==> src/inc/jfc_pkg.sv <==
// Shared constants and helper functions for the 64b/66b framer link
package jfc_pkg;

  // Block geometry
  localparam int          DATA_W      = 64;
  localparam int          BLK_W       = 66;
  localparam int          MB_BLOCKS   = 32;
  localparam int          IDX_W       = 5;
  localparam int          SHS_W       = 32;
  localparam int          PAR_W       = 26;
  localparam int          CRC_BITS    = 12;
  localparam int          FEC_BITS    = 26;
  localparam logic [4:0]  LAST_IDX    = 5'h1F;

  // Sync header stream content select encodings
  localparam logic [1:0]  MODE_CRC    = 2'h0;
  localparam logic [1:0]  MODE_FEC    = 2'h2;

  // Header codes as blk[1:0]; blk[0] goes out first
  localparam logic [1:0]  SH_ONE      = 2'h2;
  localparam logic [1:0]  SH_ZERO     = 2'h1;

  // Stream word layout
  localparam int          EOEMB_BIT   = 22;
  localparam logic [4:0]  EOMB_PAT    = 5'h10;
  localparam logic [31:0] CRC_ONES    = 32'h80A88888;
  localparam logic [31:0] FEC_ONES    = 32'h80000000;
  localparam logic [4:0]  CRC_CHK_IDX = 5'h0E;
  localparam logic [4:0]  FEC_CHK_IDX = 5'h1A;

  // Parity generators, leading term implied
  localparam logic [25:0] CRC_TAPS    = 26'h000030F;
  localparam logic [25:0] FEC_TAPS    = 26'h0220211;
  localparam logic [25:0] CRC_MASK    = 26'h0000FFF;
  localparam logic [25:0] FEC_MASK    = 26'h3FFFFFF;

  // Self-synchronous scrambler 1 + x^39 + x^58
  localparam int          SCR_W       = 58;
  localparam int          SCR_TAP_A   = 38;
  localparam int          SCR_TAP_B   = 57;
  localparam logic [57:0] SCR_SEED    = 58'h3FFFFFFFFFFFFFF;

  // Returns {new state, data}; rx selects descrambling
  function automatic logic [121:0] scr_step(input logic [63:0] d,
                                            input logic [57:0] st,
                                            input logic        rx);
    logic [57:0] s;
    logic [63:0] o;
    s = st;
    o = '0;
    for (int i = 0; i < DATA_W; i++) begin
      o[i] = d[i] ^ s[SCR_TAP_A] ^ s[SCR_TAP_B];
      s    = {s[56:0], (rx ? d[i] : o[i])};
    end
    return {s, o};
  endfunction

  // Divides 64 data bits, first-sent bit first
  function automatic logic [25:0] par_step(input logic [25:0] st,
                                           input logic [63:0] d,
                                           input logic        fec);
    logic [25:0] s;
    logic        fb;
    s  = st;
    fb = 1'b0;
    for (int i = 0; i < DATA_W; i++) begin
      fb = d[i] ^ (fec ? s[25] : s[11]);
      s  = ({s[24:0], 1'b0} ^ (fb ? (fec ? FEC_TAPS : CRC_TAPS) : '0))
           & (fec ? FEC_MASK : CRC_MASK);
    end
    return s;
  endfunction

  // Stream position of the j-th parity bit, most significant first
  function automatic int par_pos(input int j, input logic fec);
    if (fec) begin
      return (j < EOEMB_BIT) ? j : j + 1;
    end
    return j + j / 3;
  endfunction

endpackage

==> src/inc/jfc_link_if.sv <==
// Parallel 66-bit block link between framer and receiver
`timescale 1ns/10ps
interface jfc_link_if (
  input wire logic i_clk
);
  logic [65:0] blk;
  logic        blk_valid;

  modport tx (input i_clk, output blk, output blk_valid);
  modport rx (input i_clk, input blk, input blk_valid);
endinterface

==> src/core/jfc_rx.sv <==
// Receive end: header check, multiblock lock, parity and EoEMB check
`timescale 1ns/10ps
module jfc_rx #(
  parameter int EMB_MULTIBLOCKS = 1,
  parameter int HDR_ERR_LIMIT   = 4
) (
  // Clock and reset
  input  wire logic        i_clk,
  input  wire logic        i_resetn,
  // Configuration and timing
  input  wire logic [1:0]  i_header_stream_content_select,
  input  wire logic        i_sysref,
  // Serial-side block link
  jfc_link_if.rx           link,
  // Descrambled data and status
  output      logic [63:0] o_octets,
  output      logic        o_octets_valid,
  output      logic        o_mb_locked,
  output      logic        o_hdr_err,
  output      logic        o_realign_req,
  output      logic        o_parity_err,
  output      logic        o_eomb_err,
  output      logic        o_eoemb_err
);

  localparam int MB_W = (EMB_MULTIBLOCKS > 1) ? $clog2(EMB_MULTIBLOCKS) : 1;
  localparam logic [MB_W-1:0] MB_LAST = MB_W'(EMB_MULTIBLOCKS - 1);
  localparam logic [7:0] ERR_LIM = 8'(HDR_ERR_LIMIT);

  logic              fec;
  logic              vld;
  logic              sbit;
  logic              hdr_ok;
  logic              sref_s1_r;
  logic              sref_s2_r;
  logic              sref_s3_r;
  logic              sref_lvl_r;
  logic              sref_edge;
  logic [31:0]       sh_r;
  logic [31:0]       cand;
  logic              match;
  logic              locked_r;
  logic [4:0]        idx_r;
  logic [31:0]       word_r;
  logic [31:0]       cur_word;
  logic [25:0]       calc_r;
  logic [25:0]       calc_nxt;
  logic [25:0]       prev_r;
  logic              prev_ok_r;
  logic [MB_W-1:0]   rmb_r;
  logic              emb_seen_r;
  logic [7:0]        herr_r;
  logic [57:0]       dscr_r;
  logic [121:0]      dscr_res;

  assign fec    = (i_header_stream_content_select == jfc_pkg::MODE_FEC);
  assign vld    = link.blk_valid;
  assign hdr_ok = link.blk[0] ^ link.blk[1];
  assign sbit   = link.blk[1];

  // Extract parity from a stream word
  function automatic logic [25:0] get_par(input logic [31:0] w,
                                          input logic        f);
    logic [25:0] p;
    int          nb;
    p  = '0;
    nb = f ? jfc_pkg::FEC_BITS : jfc_pkg::CRC_BITS;
    for (int j = 0; j < jfc_pkg::PAR_W; j++) begin
      if (j < nb) begin
        p[nb - 1 - j] = w[jfc_pkg::par_pos(j, f)];
      end
    end
    return p;
  endfunction

  // A level counts once stages two and three agree
  always_ff @(posedge i_clk) begin
    if (!i_resetn) begin
      sref_s1_r  <= 1'b0;
      sref_s2_r  <= 1'b0;
      sref_s3_r  <= 1'b0;
      sref_lvl_r <= 1'b0;
    end else begin
      sref_s1_r <= i_sysref;
      sref_s2_r <= sref_s1_r;
      sref_s3_r <= sref_s2_r;
      if (sref_s2_r == sref_s3_r) begin
        sref_lvl_r <= sref_s3_r;
      end
    end
  end

  assign sref_edge = sref_s2_r & sref_s3_r & ~sref_lvl_r;

  // Pilot search: 00001 at the end, CRC fixed ones in place
  assign cand  = {sbit, sh_r[31:1]};
  assign match = (cand[31:27] == jfc_pkg::EOMB_PAT) &&
                 (fec || ((cand & jfc_pkg::CRC_ONES) == jfc_pkg::CRC_ONES));

  always_ff @(posedge i_clk) begin
    if (!i_resetn) begin
      sh_r <= '0;
    end else if (vld) begin
      sh_r <= cand;
    end
  end

  // Lock drops on a bad pilot, on SYSREF and on realign request
  always_ff @(posedge i_clk) begin
    if (!i_resetn) begin
      locked_r   <= 1'b0;
      idx_r      <= '0;
      o_eomb_err <= 1'b0;
    end else begin
      o_eomb_err <= 1'b0;
      if (sref_edge || o_realign_req) begin
        locked_r <= 1'b0;
      end else if (vld) begin
        idx_r <= idx_r + 5'h01;
        if (!locked_r && match && hdr_ok) begin
          locked_r <= 1'b1;
          idx_r    <= '0;
        end else if (locked_r && idx_r == jfc_pkg::LAST_IDX && !match) begin
          locked_r   <= 1'b0;
          o_eomb_err <= 1'b1;
        end
      end
    end
  end

  // Repeated bad headers raise a realign request until SYSREF
  always_ff @(posedge i_clk) begin
    if (!i_resetn) begin
      herr_r        <= '0;
      o_hdr_err     <= 1'b0;
      o_realign_req <= 1'b0;
    end else begin
      o_hdr_err <= vld && !hdr_ok;
      if (vld && !hdr_ok && herr_r != ERR_LIM) begin
        herr_r <= herr_r + 8'h01;
      end else if (sref_edge) begin
        herr_r <= '0;
      end
      // Reaching the limit sets and wins over SYSREF; a held
      // full count must not block the clear afterwards
      if (vld && !hdr_ok && herr_r == ERR_LIM - 8'h01) begin
        o_realign_req <= 1'b1;
      end else if (sref_edge) begin
        o_realign_req <= 1'b0;
      end
    end
  end

  // Own parity per multiblock; compare when last parity bit lands
  assign calc_nxt = jfc_pkg::par_step(calc_r, link.blk[65:2], fec);

  always_comb begin
    cur_word        = word_r;
    cur_word[idx_r] = sbit;
  end

  always_ff @(posedge i_clk) begin
    if (!i_resetn) begin
      calc_r       <= '0;
      prev_r       <= '0;
      prev_ok_r    <= 1'b0;
      word_r       <= '0;
      o_parity_err <= 1'b0;
    end else begin
      o_parity_err <= 1'b0;
      if (!locked_r) begin
        calc_r    <= '0;
        prev_ok_r <= 1'b0;
      end else if (vld) begin
        word_r[idx_r] <= sbit;
        if (idx_r == jfc_pkg::LAST_IDX) begin
          calc_r    <= '0;
          prev_r    <= calc_nxt;
          prev_ok_r <= 1'b1;
        end else begin
          calc_r <= calc_nxt;
        end
        if (prev_ok_r && idx_r == (fec ? jfc_pkg::FEC_CHK_IDX
                                       : jfc_pkg::CRC_CHK_IDX)) begin
          o_parity_err <= (get_par(cur_word, fec) != prev_r);
        end
      end
    end
  end

  // EoEMB must appear exactly every E multiblocks
  always_ff @(posedge i_clk) begin
    if (!i_resetn) begin
      rmb_r       <= '0;
      emb_seen_r  <= 1'b0;
      o_eoemb_err <= 1'b0;
    end else begin
      o_eoemb_err <= 1'b0;
      if (!locked_r) begin
        emb_seen_r <= 1'b0;
        rmb_r      <= '0;
      end else if (vld && idx_r == jfc_pkg::LAST_IDX && match) begin
        rmb_r <= (cand[jfc_pkg::EOEMB_BIT] || rmb_r == MB_LAST)
                 ? '0 : rmb_r + MB_W'(1);
        if (cand[jfc_pkg::EOEMB_BIT]) begin
          emb_seen_r <= 1'b1;
        end
        o_eoemb_err <= emb_seen_r &&
                       (cand[jfc_pkg::EOEMB_BIT] != (rmb_r == MB_LAST));
      end
    end
  end

  // Descrambler resynchronises itself after 58 bits
  assign dscr_res = jfc_pkg::scr_step(link.blk[65:2], dscr_r, 1'b1);

  always_ff @(posedge i_clk) begin
    if (!i_resetn) begin
      dscr_r         <= jfc_pkg::SCR_SEED;
      o_octets       <= '0;
      o_octets_valid <= 1'b0;
    end else begin
      o_octets_valid <= vld;
      if (vld) begin
        dscr_r   <= dscr_res[121:64];
        o_octets <= dscr_res[63:0];
      end
    end
  end

  assign o_mb_locked = locked_r;

endmodule

==> src/flat_wrapper.sv <==
// flat-port wrapper written by rule: the top's interface ports become plain ports
module jfc_rx_flat 
#(
  parameter int EMB_MULTIBLOCKS = 1,
  parameter int HDR_ERR_LIMIT   = 4
)
  (i_clk, i_resetn, i_header_stream_content_select, i_sysref, o_octets, o_octets_valid, o_mb_locked, o_hdr_err, o_realign_req, o_parity_err, o_eomb_err, o_eoemb_err, link_blk, link_blk_valid);
  jfc_link_if link_i (.i_clk(i_clk));
  input  wire logic i_clk;
  input  wire logic i_resetn;
  input  wire logic [1:0] i_header_stream_content_select;
  input  wire logic i_sysref;
  output      logic [63:0] o_octets;
  output      logic o_octets_valid;
  output      logic o_mb_locked;
  output      logic o_hdr_err;
  output      logic o_realign_req;
  output      logic o_parity_err;
  output      logic o_eomb_err;
  output      logic o_eoemb_err;
  input wire logic [$bits(link_i.blk)-1:0] link_blk;
  input wire logic [$bits(link_i.blk_valid)-1:0] link_blk_valid;
  assign link_i.blk = link_blk;
  assign link_i.blk_valid = link_blk_valid;
  jfc_rx #(.EMB_MULTIBLOCKS(EMB_MULTIBLOCKS), .HDR_ERR_LIMIT(HDR_ERR_LIMIT)) u_core (.i_clk(i_clk), .i_resetn(i_resetn), .i_header_stream_content_select(i_header_stream_content_select), .i_sysref(i_sysref), .link(link_i), .o_octets(o_octets), .o_octets_valid(o_octets_valid), .o_mb_locked(o_mb_locked), .o_hdr_err(o_hdr_err), .o_realign_req(o_realign_req), .o_parity_err(o_parity_err), .o_eomb_err(o_eomb_err), .o_eoemb_err(o_eoemb_err));
endmodule
==> config.mk <==
export PLATFORM = sky130hd
export DESIGN_NAME = jfc_rx_flat
export DESIGN_NICKNAME = d
export VERILOG_FILES = /design/src/inc/jfc_pkg.sv /design/src/inc/jfc_link_if.sv /design/src/core/jfc_rx.sv /design/src/flat_wrapper.sv
export SDC_FILE = /design/constraint.sdc
export NUM_CORES = 1
export LEC_CHECK = 0
export BUFFER_PORTS_ARGS = -buffer_cell sky130_fd_sc_hd__buf_4
export CAP_MARGIN = 20
export CORE_MARGIN = 10
export CORE_UTILIZATION = 63
export DETAILED_ROUTE_END_ITERATION = 12
export PLACE_DENSITY = 0.86
export SLEW_MARGIN = 15
export SYNTH_ARGS = -nofsm -noshare
export SYNTH_HDL_FRONTEND = slang
export SYNTH_SLANG_ARGS = --single-unit
==> constraint.sdc <==
create_clock -name i_clk -period 24.9 [get_ports i_clk]
set_input_delay 6.225 -clock i_clk [delete_from_list [all_inputs] [get_ports i_clk]]
set_output_delay 6.225 -clock i_clk [all_outputs]
set_load 0.01 [all_outputs]
==> summary.md, run 1 <==
| Metric | Value |
|---|---|
| Final setup violation count | 0 |
| Area share of the leading cell type in the synthesized netlist | 21.8% |
| Clk root buf | clkbuf_16 |
| Hold EP | u_core.o_eoemb_err$_SDFF_PN0_ |
| Hold crit path type | reg -> reg |
| GRT overflow | 0 |
| Critical path endpoint category | flip-flop |
| H-Tree Depth | 1 |
| Drt drc | 0 |
| # resized after CTS | 0 |
| Vias in the first global route | about 17000 |
| Mapped Cells | 2462 |
| Router iterations before antenna repair | 7 |
| Max Slew Vio Count | 0 |
| Cell Area, Synth | 23400 sq um |
| Iter 0 DRT Violations | roughly 2000 |
| CP startpoint kind | input port |
| EDFF count, synth | 0 |
| Core area | 36600 sq um |
| Area grow syn2layout | 8.64% |
| R2R Setup Slk | 8710 ps |
| Setup TNS | 0 ps |
| Hold path startpoint | u_core.emb_seen_r$_SDFFE_PN0P_ |
| Primary FF master, synth | dfxtp_1 |
| Row count | 70 |
| DP Wirelength | 53100 um |
| Chip height | 213 um |
| Avg WL per Cell | 23.7 um |
| Routed Antenna Nets | 0 |
| Clock Skews | 15.3 ps |
| Initial antenna violation count | 0 |
| Yosys warning count | 0 |
| IO Pins | approximately 140 |
| Starting density of the core | 64.0% |
| Clk pin slew, worst setup/hold paths | 60 ps |
| Clk sinks | 255 |
| Worst-skew pair later-pin latency | around 600 ps |
| Largest family of logic cells by synthesized area | XOR/XNOR gates |
| Compound-Gate Fraction of Synth Area | 7.70% |
| Fmax | 46.0 MHz |
| Postcts setup bufs | 0 |
| Relative slew slack | 26.4% |
| Max-cap viol count | 0 |
| Gr usage total | 30.1% |
| Post-synthesis xor/xnor area fraction | between 40% and 50% |
| Critical Path RT | roughly 25000 ps |
| Largest area contributor in the netlist | dfxtp_1 |
| Adder-Cell Fraction of Synth Area | less than 1% |
| Layout cell share with drive strength beyond 1 | 12.6% |
| Syn_nets | around 2500 |
| Status | finished clean |
| RSZ-0062 raised after global routing | false |
| Hold Fails Final Rpt | 0 |
| CP Class | in -> reg |
| Via density | 5.95 |
| Total wire length | 69900 um |
| Worst R2R End | u_core.calc_r[3]$_SDFFE_PN0P_ |
| Yosys reg bits | 255 |
| Synth cell types | 74 |
| First-pass GRT wire length | ~100000 um |
| Period utilization | between 80 and 90% |
| CTS tree | yes |
| GPL Wtd Cong | 1.01 |
| CP peak stage delay | about 840 ps |
| TritonCTS Buffers | 30 |
| Worst slew pin tran | 1100 ps |
| Post-layout minimum cycle time | 21720 ps |
| Hold Buf Count CTS | 0 |
| Share of flip-flops with an asynchronous set or reset after synthesis | 0% |
| Synth top area cells | dfxtp_1 (22%), xnor2_1 (21%), xnor3_1 (10%), mux2i_1 (8.5%), xor2_1 (6.5%) |
| FF-to-FF Start | u_core.calc_r[11]$_SDFFE_PN0P_ |
| WHS Path Cells | 2 |
| Crit Path Max Fanout | roughly 150 |
| DIE AREA | roughly 45000 sq um |
| Mux cell area share after synthesis | around a tenth |
| Die X | 213 um |
| Vias | 17500 |
| Simple-gate area share of the yosys netlist | 12.1% |
| Reg2reg path depth | 47 |
| CP dominant cell by count | xnor3_1 |
| Sequential area share after synthesis | 21.8% |
| Slowest-stage cell, CP | xor2_2 |
| Max Root-Sink Buffers | 3 |
| Largest net degree at the start of global routing | 148 |
| WP data arrival | 22230 ps |
| Nets | 2541 |
| Diodes inserted | 0 |
| Port Buffer Count | 142 |
| Syn Area/Cell | ~9.5 sq um |
-- worst max path at each step --
stage	endpoint	slack [ps]	from	depth (start not counted)
2_1_floorplan	u_core.calc_r[22]$_SDFFE_PN0P_	5530	link_blk[2]	50
3_3_place_gp	u_core.prev_r[17]$_SDFFE_PN0P_	3000	i_header_stream_content_select[1]	49
3_5_place_dp	u_core.prev_r[17]$_SDFFE_PN0P_	2770	i_header_stream_content_select[1]	49
4_1_cts	u_core.calc_r[3]$_SDFFE_PN0P_	3330	i_header_stream_content_select[1]	48
5_1_grt	u_core.calc_r[5]$_SDFFE_PN0P_	2400	i_header_stream_content_select[1]	49
6_report	u_core.calc_r[3]$_SDFFE_PN0P_	3180	i_header_stream_content_select[1]	49
-- final cells by class --
cell class              count  area [sq um]
multi-input cells        2009         17500
fillers                  2828         11200
flip-flops and latches    255          5100
repair buffers            152          1160
clock buffers              38           841
well taps                 468           586
clock inverters            16           201
inverters                  12          45.0
-- cells in the mapped netlist, types with 6 or more instances --
| cell type | number |
|---|---|
| nor2_1 | 111 |
| nor3_1 | 16 |
| and3_1 | 9 |
| o21ai_0 | 58 |
| nor2b_1 | 124 |
| xnor3_1 | 105 |
| ha_1 | 9 |
| and2_1 | 24 |
| o32ai_1 | 6 |
| nor3b_1 | 7 |
| nand2b_1 | 10 |
| xnor2_4 | 8 |
| o21ai_1 | 9 |
| a311oi_1 | 6 |
| dfxtp_1 | 255 |
| xor2_2 | 11 |
| xor2_4 | 6 |
| a21boi_0 | 19 |
| clkbuf_1 | 107 |
| mux2i_4 | 11 |
| a21boi_1 | 6 |
| inv_1 | 12 |
| buf_1 | 22 |
| nand3_1 | 35 |
| xnor2_2 | 24 |
| a22oi_1 | 13 |
| buf_2 | 53 |
| mux2_2 | 9 |
| xor2_1 | 173 |
| mux2i_2 | 6 |
| a21oi_1 | 91 |
| nand3b_1 | 6 |
| xnor2_1 | 562 |
| nand2_1 | 210 |
| mux2i_1 | 200 |
| o211a_1 | 15 |
| xor3_1 | 18 |
| a31oi_1 | 9 |
-- stage by stage --
step           std cells  area [sq um]  worst slack (ps)  hold slack [ps]  util, %
2_1_floorplan       2462         23400              5530              412        -
3_3_place_gp        2896         24400              3000              416     66.7
3_5_place_dp        2896         24400              2770              440     66.7
4_1_cts             2950         25500              3330              448     69.5
5_1_grt             2950         25500              2400              454     69.5
6_report            2950         25500              3180              434     69.5
-- worst max-delay path: cells and delay by family --
family                 cells  cell delay [ps]
buffers and inverters      2              630
AND/OR/NAND/NOR            6             1310
multiplexers               5             1300
XOR/XNOR                  30            11390
AO/OA/AOI/OAI              6             1270
-- registers in the layout, indices dropped and copies added, names as in the netlist, 5 cells and up --
name,cells
u_core.sh_r,28
u_core.o_octets,64
u_core.prev_r,26
u_core.dscr_r,58
u_core.word_r,26
u_core.herr_r,8
u_core.idx_r,5
u_core.calc_r,26
-- cells in the final DEF, fill, tap and decap left out, drive strengths merged, types with 98 or more instances in the layout --
cell	count
a21oi	98
dfxtp	255
nand2	210
nor2b	125
nor2	115
xnor3	110
buf	151
mux2i	217
xor2	190
xnor2	594
-- kinds of logic after synthesis --
| logic type | after synthesis |
|---|---|
| xor+xnor | 912 |
| simple gates | 585 |
| compound gates | 277 |
| flops | 255 |
| mux | 226 |
| buf+inv | 198 |
| fa+ha+maj | 9 |
-- per-layer routing --
| layer | global-route usage [%] | share of wire, % | vias to the layer above |
|---|---|---|---|
| met5 | 0 | 0 | - |
| met4 | 8.07 | 2.9 | 0 |
| met3 | 5.88 | 9.8 | 102 |
| met2 | 47.9 | 45 | 781 |
| met1 | 40.8 | 42 | 8543 |
| li1 | - | - | 8114 |
Power of run 1 is left out: the tool's default activity adds up to more than one toggle a clock period on the data nets, which glitch-free logic cannot reach.
==> run 2, diff against run 1 <==
--- a/config.mk
+++ b/config.mk
@@ -8,9 +8,10 @@
 export BUFFER_PORTS_ARGS = -buffer_cell sky130_fd_sc_hd__buf_4
 export CAP_MARGIN = 20
 export CORE_MARGIN = 10
-export CORE_UTILIZATION = 63
+export CORE_UTILIZATION = 65
+export CTS_CLUSTER_SIZE = 28
 export DETAILED_ROUTE_END_ITERATION = 12
-export PLACE_DENSITY = 0.86
+export PLACE_DENSITY = 0.88
 export SLEW_MARGIN = 15
 export SYNTH_ARGS = -nofsm -noshare
 export SYNTH_HDL_FRONTEND = slang
==> constraint.sdc (replaced) <==
create_clock -name i_clk -period 26.5 [get_ports i_clk]
set_input_delay 6.625 -clock i_clk [delete_from_list [all_inputs] [get_ports i_clk]]
set_output_delay 6.625 -clock i_clk [all_outputs]
set_load 0.01 [all_outputs]
==> run 2 against run 1 <==
  * Critical path depth down 1
  * Hold slack better by 10 ps
  * Via count up 0.79%
  * Cell area down 0.30%
  * Clock skew down 0.85 ps
  * First-iteration DRC count down 0.92%
  * Critical endpoint is now u_core.prev_r[5]$_SDFFE_PN0P_
  * Non-clock buffer count up 1
  * Global-route usage down 0.076 points
  * Register-to-register slack better by 1600 ps
  * Die area down 2.8%
  * Sequential share of layout area up 0.060 points
  * Critical path type unchanged
  * Count of clock-buffer cells in the layout down 5
==> summary.md, run 2 (synthesized netlist as in run 1, its figures left out) <==
| Metric | Value |
|---|---|
| Area grow syn2layout | 8.31% |
| IO Pins | 143 (unchanged) |
| Routed Antenna Nets | 0 (unchanged) |
| DP Wirelength | 52300 um (-1.7%) |
| Hold Buf Count CTS | 0 (unchanged) |
| Via density | 6.01 (+1.0%) |
| Setup TNS | 0 ps (unchanged) |
| Most common cell after layout, fill and taps aside | xnor2_1 |
| Router iterations before antenna repair | 6 (-1) |
| Hold Fails Final Rpt | 0 (unchanged) |
| Final setup violation count | 0 (unchanged) |
| Core area | 35600 sq um (-2.8%) |
| Crit Path Max Fanout | 61 (-59%) |
| Total wire length | 68500 um (-2.0%) |
| Worst-skew pair later-pin latency | 590 ps (about the same) |
| Clock Skews | 14.4 ps (-0.850 ps) |
| Nets | 2541 (unchanged) |
| Vias in the first global route | 17200 (+0.85%) |
| Clk root buf | clkbuf_16 |
| WP data arrival | 22970 ps (+740 ps) |
| CTS tree | yes |
| Iter 0 DRT Violations | 1938 (-0.92%) |
| Diodes inserted | 0 (unchanged) |
| Sequential cell area | 5100 sq um (unchanged) |
| Initial antenna violation count | 0 (unchanged) |
| Commonest non-fill, non-tap cells in the layout | xnor2_1 (562), dfxtp_1 (255), nand2_1 (209), mux2i_1 (200), xor2_1 (173) |
| GRT overflow | 0 (unchanged) |
| Period utilization | 84.9% |
| Postcts setup bufs | 0 (unchanged) |
| Drt drc | 0 (unchanged) |
| Max Slew Vio Count | 0 (unchanged) |
| H-Tree Depth | 1 (unchanged) |
| Row count | 69 (-1.4%) |
| First-pass GRT wire length | 104000 um (-0.87%) |
| Critical Path RT | 26970 ps (+1550 ps) |
| Layout cell share with drive strength beyond 1 | 12.6% (+0.035 points) |
| CP Class | in -> reg |
| Largest net degree at the start of global routing | 113 (-24%) |
| Top Registers | u_core.o_octets: 64 flops, u_core.dscr_r: 58 flops, u_core.sh_r: 28 flops |
| Vias | 17700 (+0.79%) |
| DIE AREA | 44000 sq um (-2.8%) |
| RSZ-0062 raised after global routing | false |
| Max-cap viol count | 0 (unchanged) |
| Max reg flops | 64 (unchanged) |
| Max Root-Sink Buffers | 3 (unchanged) |
| Clk pin slew, worst setup/hold paths | 70 ps (about the same) |
| Clk sinks | 255 (unchanged) |
| Avg WL per Cell | 23.3 um (-1.8%) |
| Layout fillers | 2654 (-6.2%) |
| Worst slew pin tran | 1080 ps (-25.9 ps) |
| Most flops, register | u_core.o_octets |
| Relative slew slack | 28.3% (+1.9 points) |
| # resized after CTS | 0 (unchanged) |
| Die X | 210 um (-1.4%) |
| GPL Wtd Cong | 1.02 (+0.63%) |
| Starting density of the core | 65.9% (+1.9 points) |
| Gr usage total | 30.0% (-0.076 points) |
| CP startpoint kind | input port |
| Port Buffer Count | 142 (unchanged) |
| CP peak stage delay | 860 ps (+20 ps) |
| Area occupied by multi-input gates | 17500 sq um (unchanged) |
| Status | finished clean |
| TritonCTS Buffers | 29 (-3.3%) |
| Fmax | 44.4 MHz |
| Hold crit path type | reg -> reg |
| Slowest-stage cell, CP | a21oi_1 |
| Chip height | 210 um (-1.4%) |
| CP dominant cell by count | xnor3_1 |
| Critical path endpoint category | flip-flop |
| Post-layout minimum cycle time | 22500 ps |
## run 2: changes by cell type in the layout (fill, tap and decap cells not counted), moves of 2 or more
cell / previous run / this run
clkbuf_8: 7 / 3
clkinvlp_4: 4 / 2
clkinv_2: 5 / 9
inv_6: 1 / 5
## run 2: cell type report
class	instances	area share [%]
sequential	255	20.1
tap	461	2.27
timing repair buffer	153	4.60
multi-input combinational	2009	69.0
inverter	12	0.177
clock inverter	21	0.833
clock buffer	33	3.00
## run 2: worst max-delay path: cells and delay by family
family | cells | cell delay, ps
compound gates | 8 | 2480
xor+xnor | 28 | 9990
buf+inv | 2 | 860
mux | 5 | 1300
simple gates | 5 | 1610
## run 2: worst paths after layout
kind,from,endpoint,slack (ps),cells past startpoint
hold / removal,u_core.sref_s1_r$_SDFF_PN0_,u_core.sref_s2_r$_SDFF_PN0_,440,1
setup reg to reg,u_core.calc_r[11]$_SDFFE_PN0P_,u_core.prev_r[5]$_SDFFE_PN0P_,10300,46
hold reg to reg,u_core.sref_s1_r$_SDFF_PN0_,u_core.sref_s2_r$_SDFF_PN0_,440,1
setup / recovery,i_header_stream_content_select[1],u_core.prev_r[5]$_SDFFE_PN0P_,4000,48
## run 2: stage by stage
stage | cell area [sq um] | setup slack, ps | util (%) | hold slack [ps] | cells
2_1_floorplan | 23400 | 6730 | - | 412 | 2462
3_3_place_gp | 24400 | 3850 | 68.6 | 416 | 2889
3_5_place_dp | 24400 | 3680 | 68.6 | 431 | 2889
4_1_cts | 25400 | 4240 | 71.3 | 446 | 2943
5_1_grt | 25400 | 3310 | 71.3 | 458 | 2944
6_report | 25400 | 4000 | 71.3 | 444 | 2944
## run 2: routing by layer
layer / share of wire, % / vias up / GRT usage, %
met5: 0 / - / 0
met4: 3.5 / 0 / 10.3
met3: 10 / 132 / 5.14
met2: 45 / 881 / 46.8
met1: 42 / 8542 / 41.1
li1: - / 8124 / -
Power of run 2 is left out for the same reason.
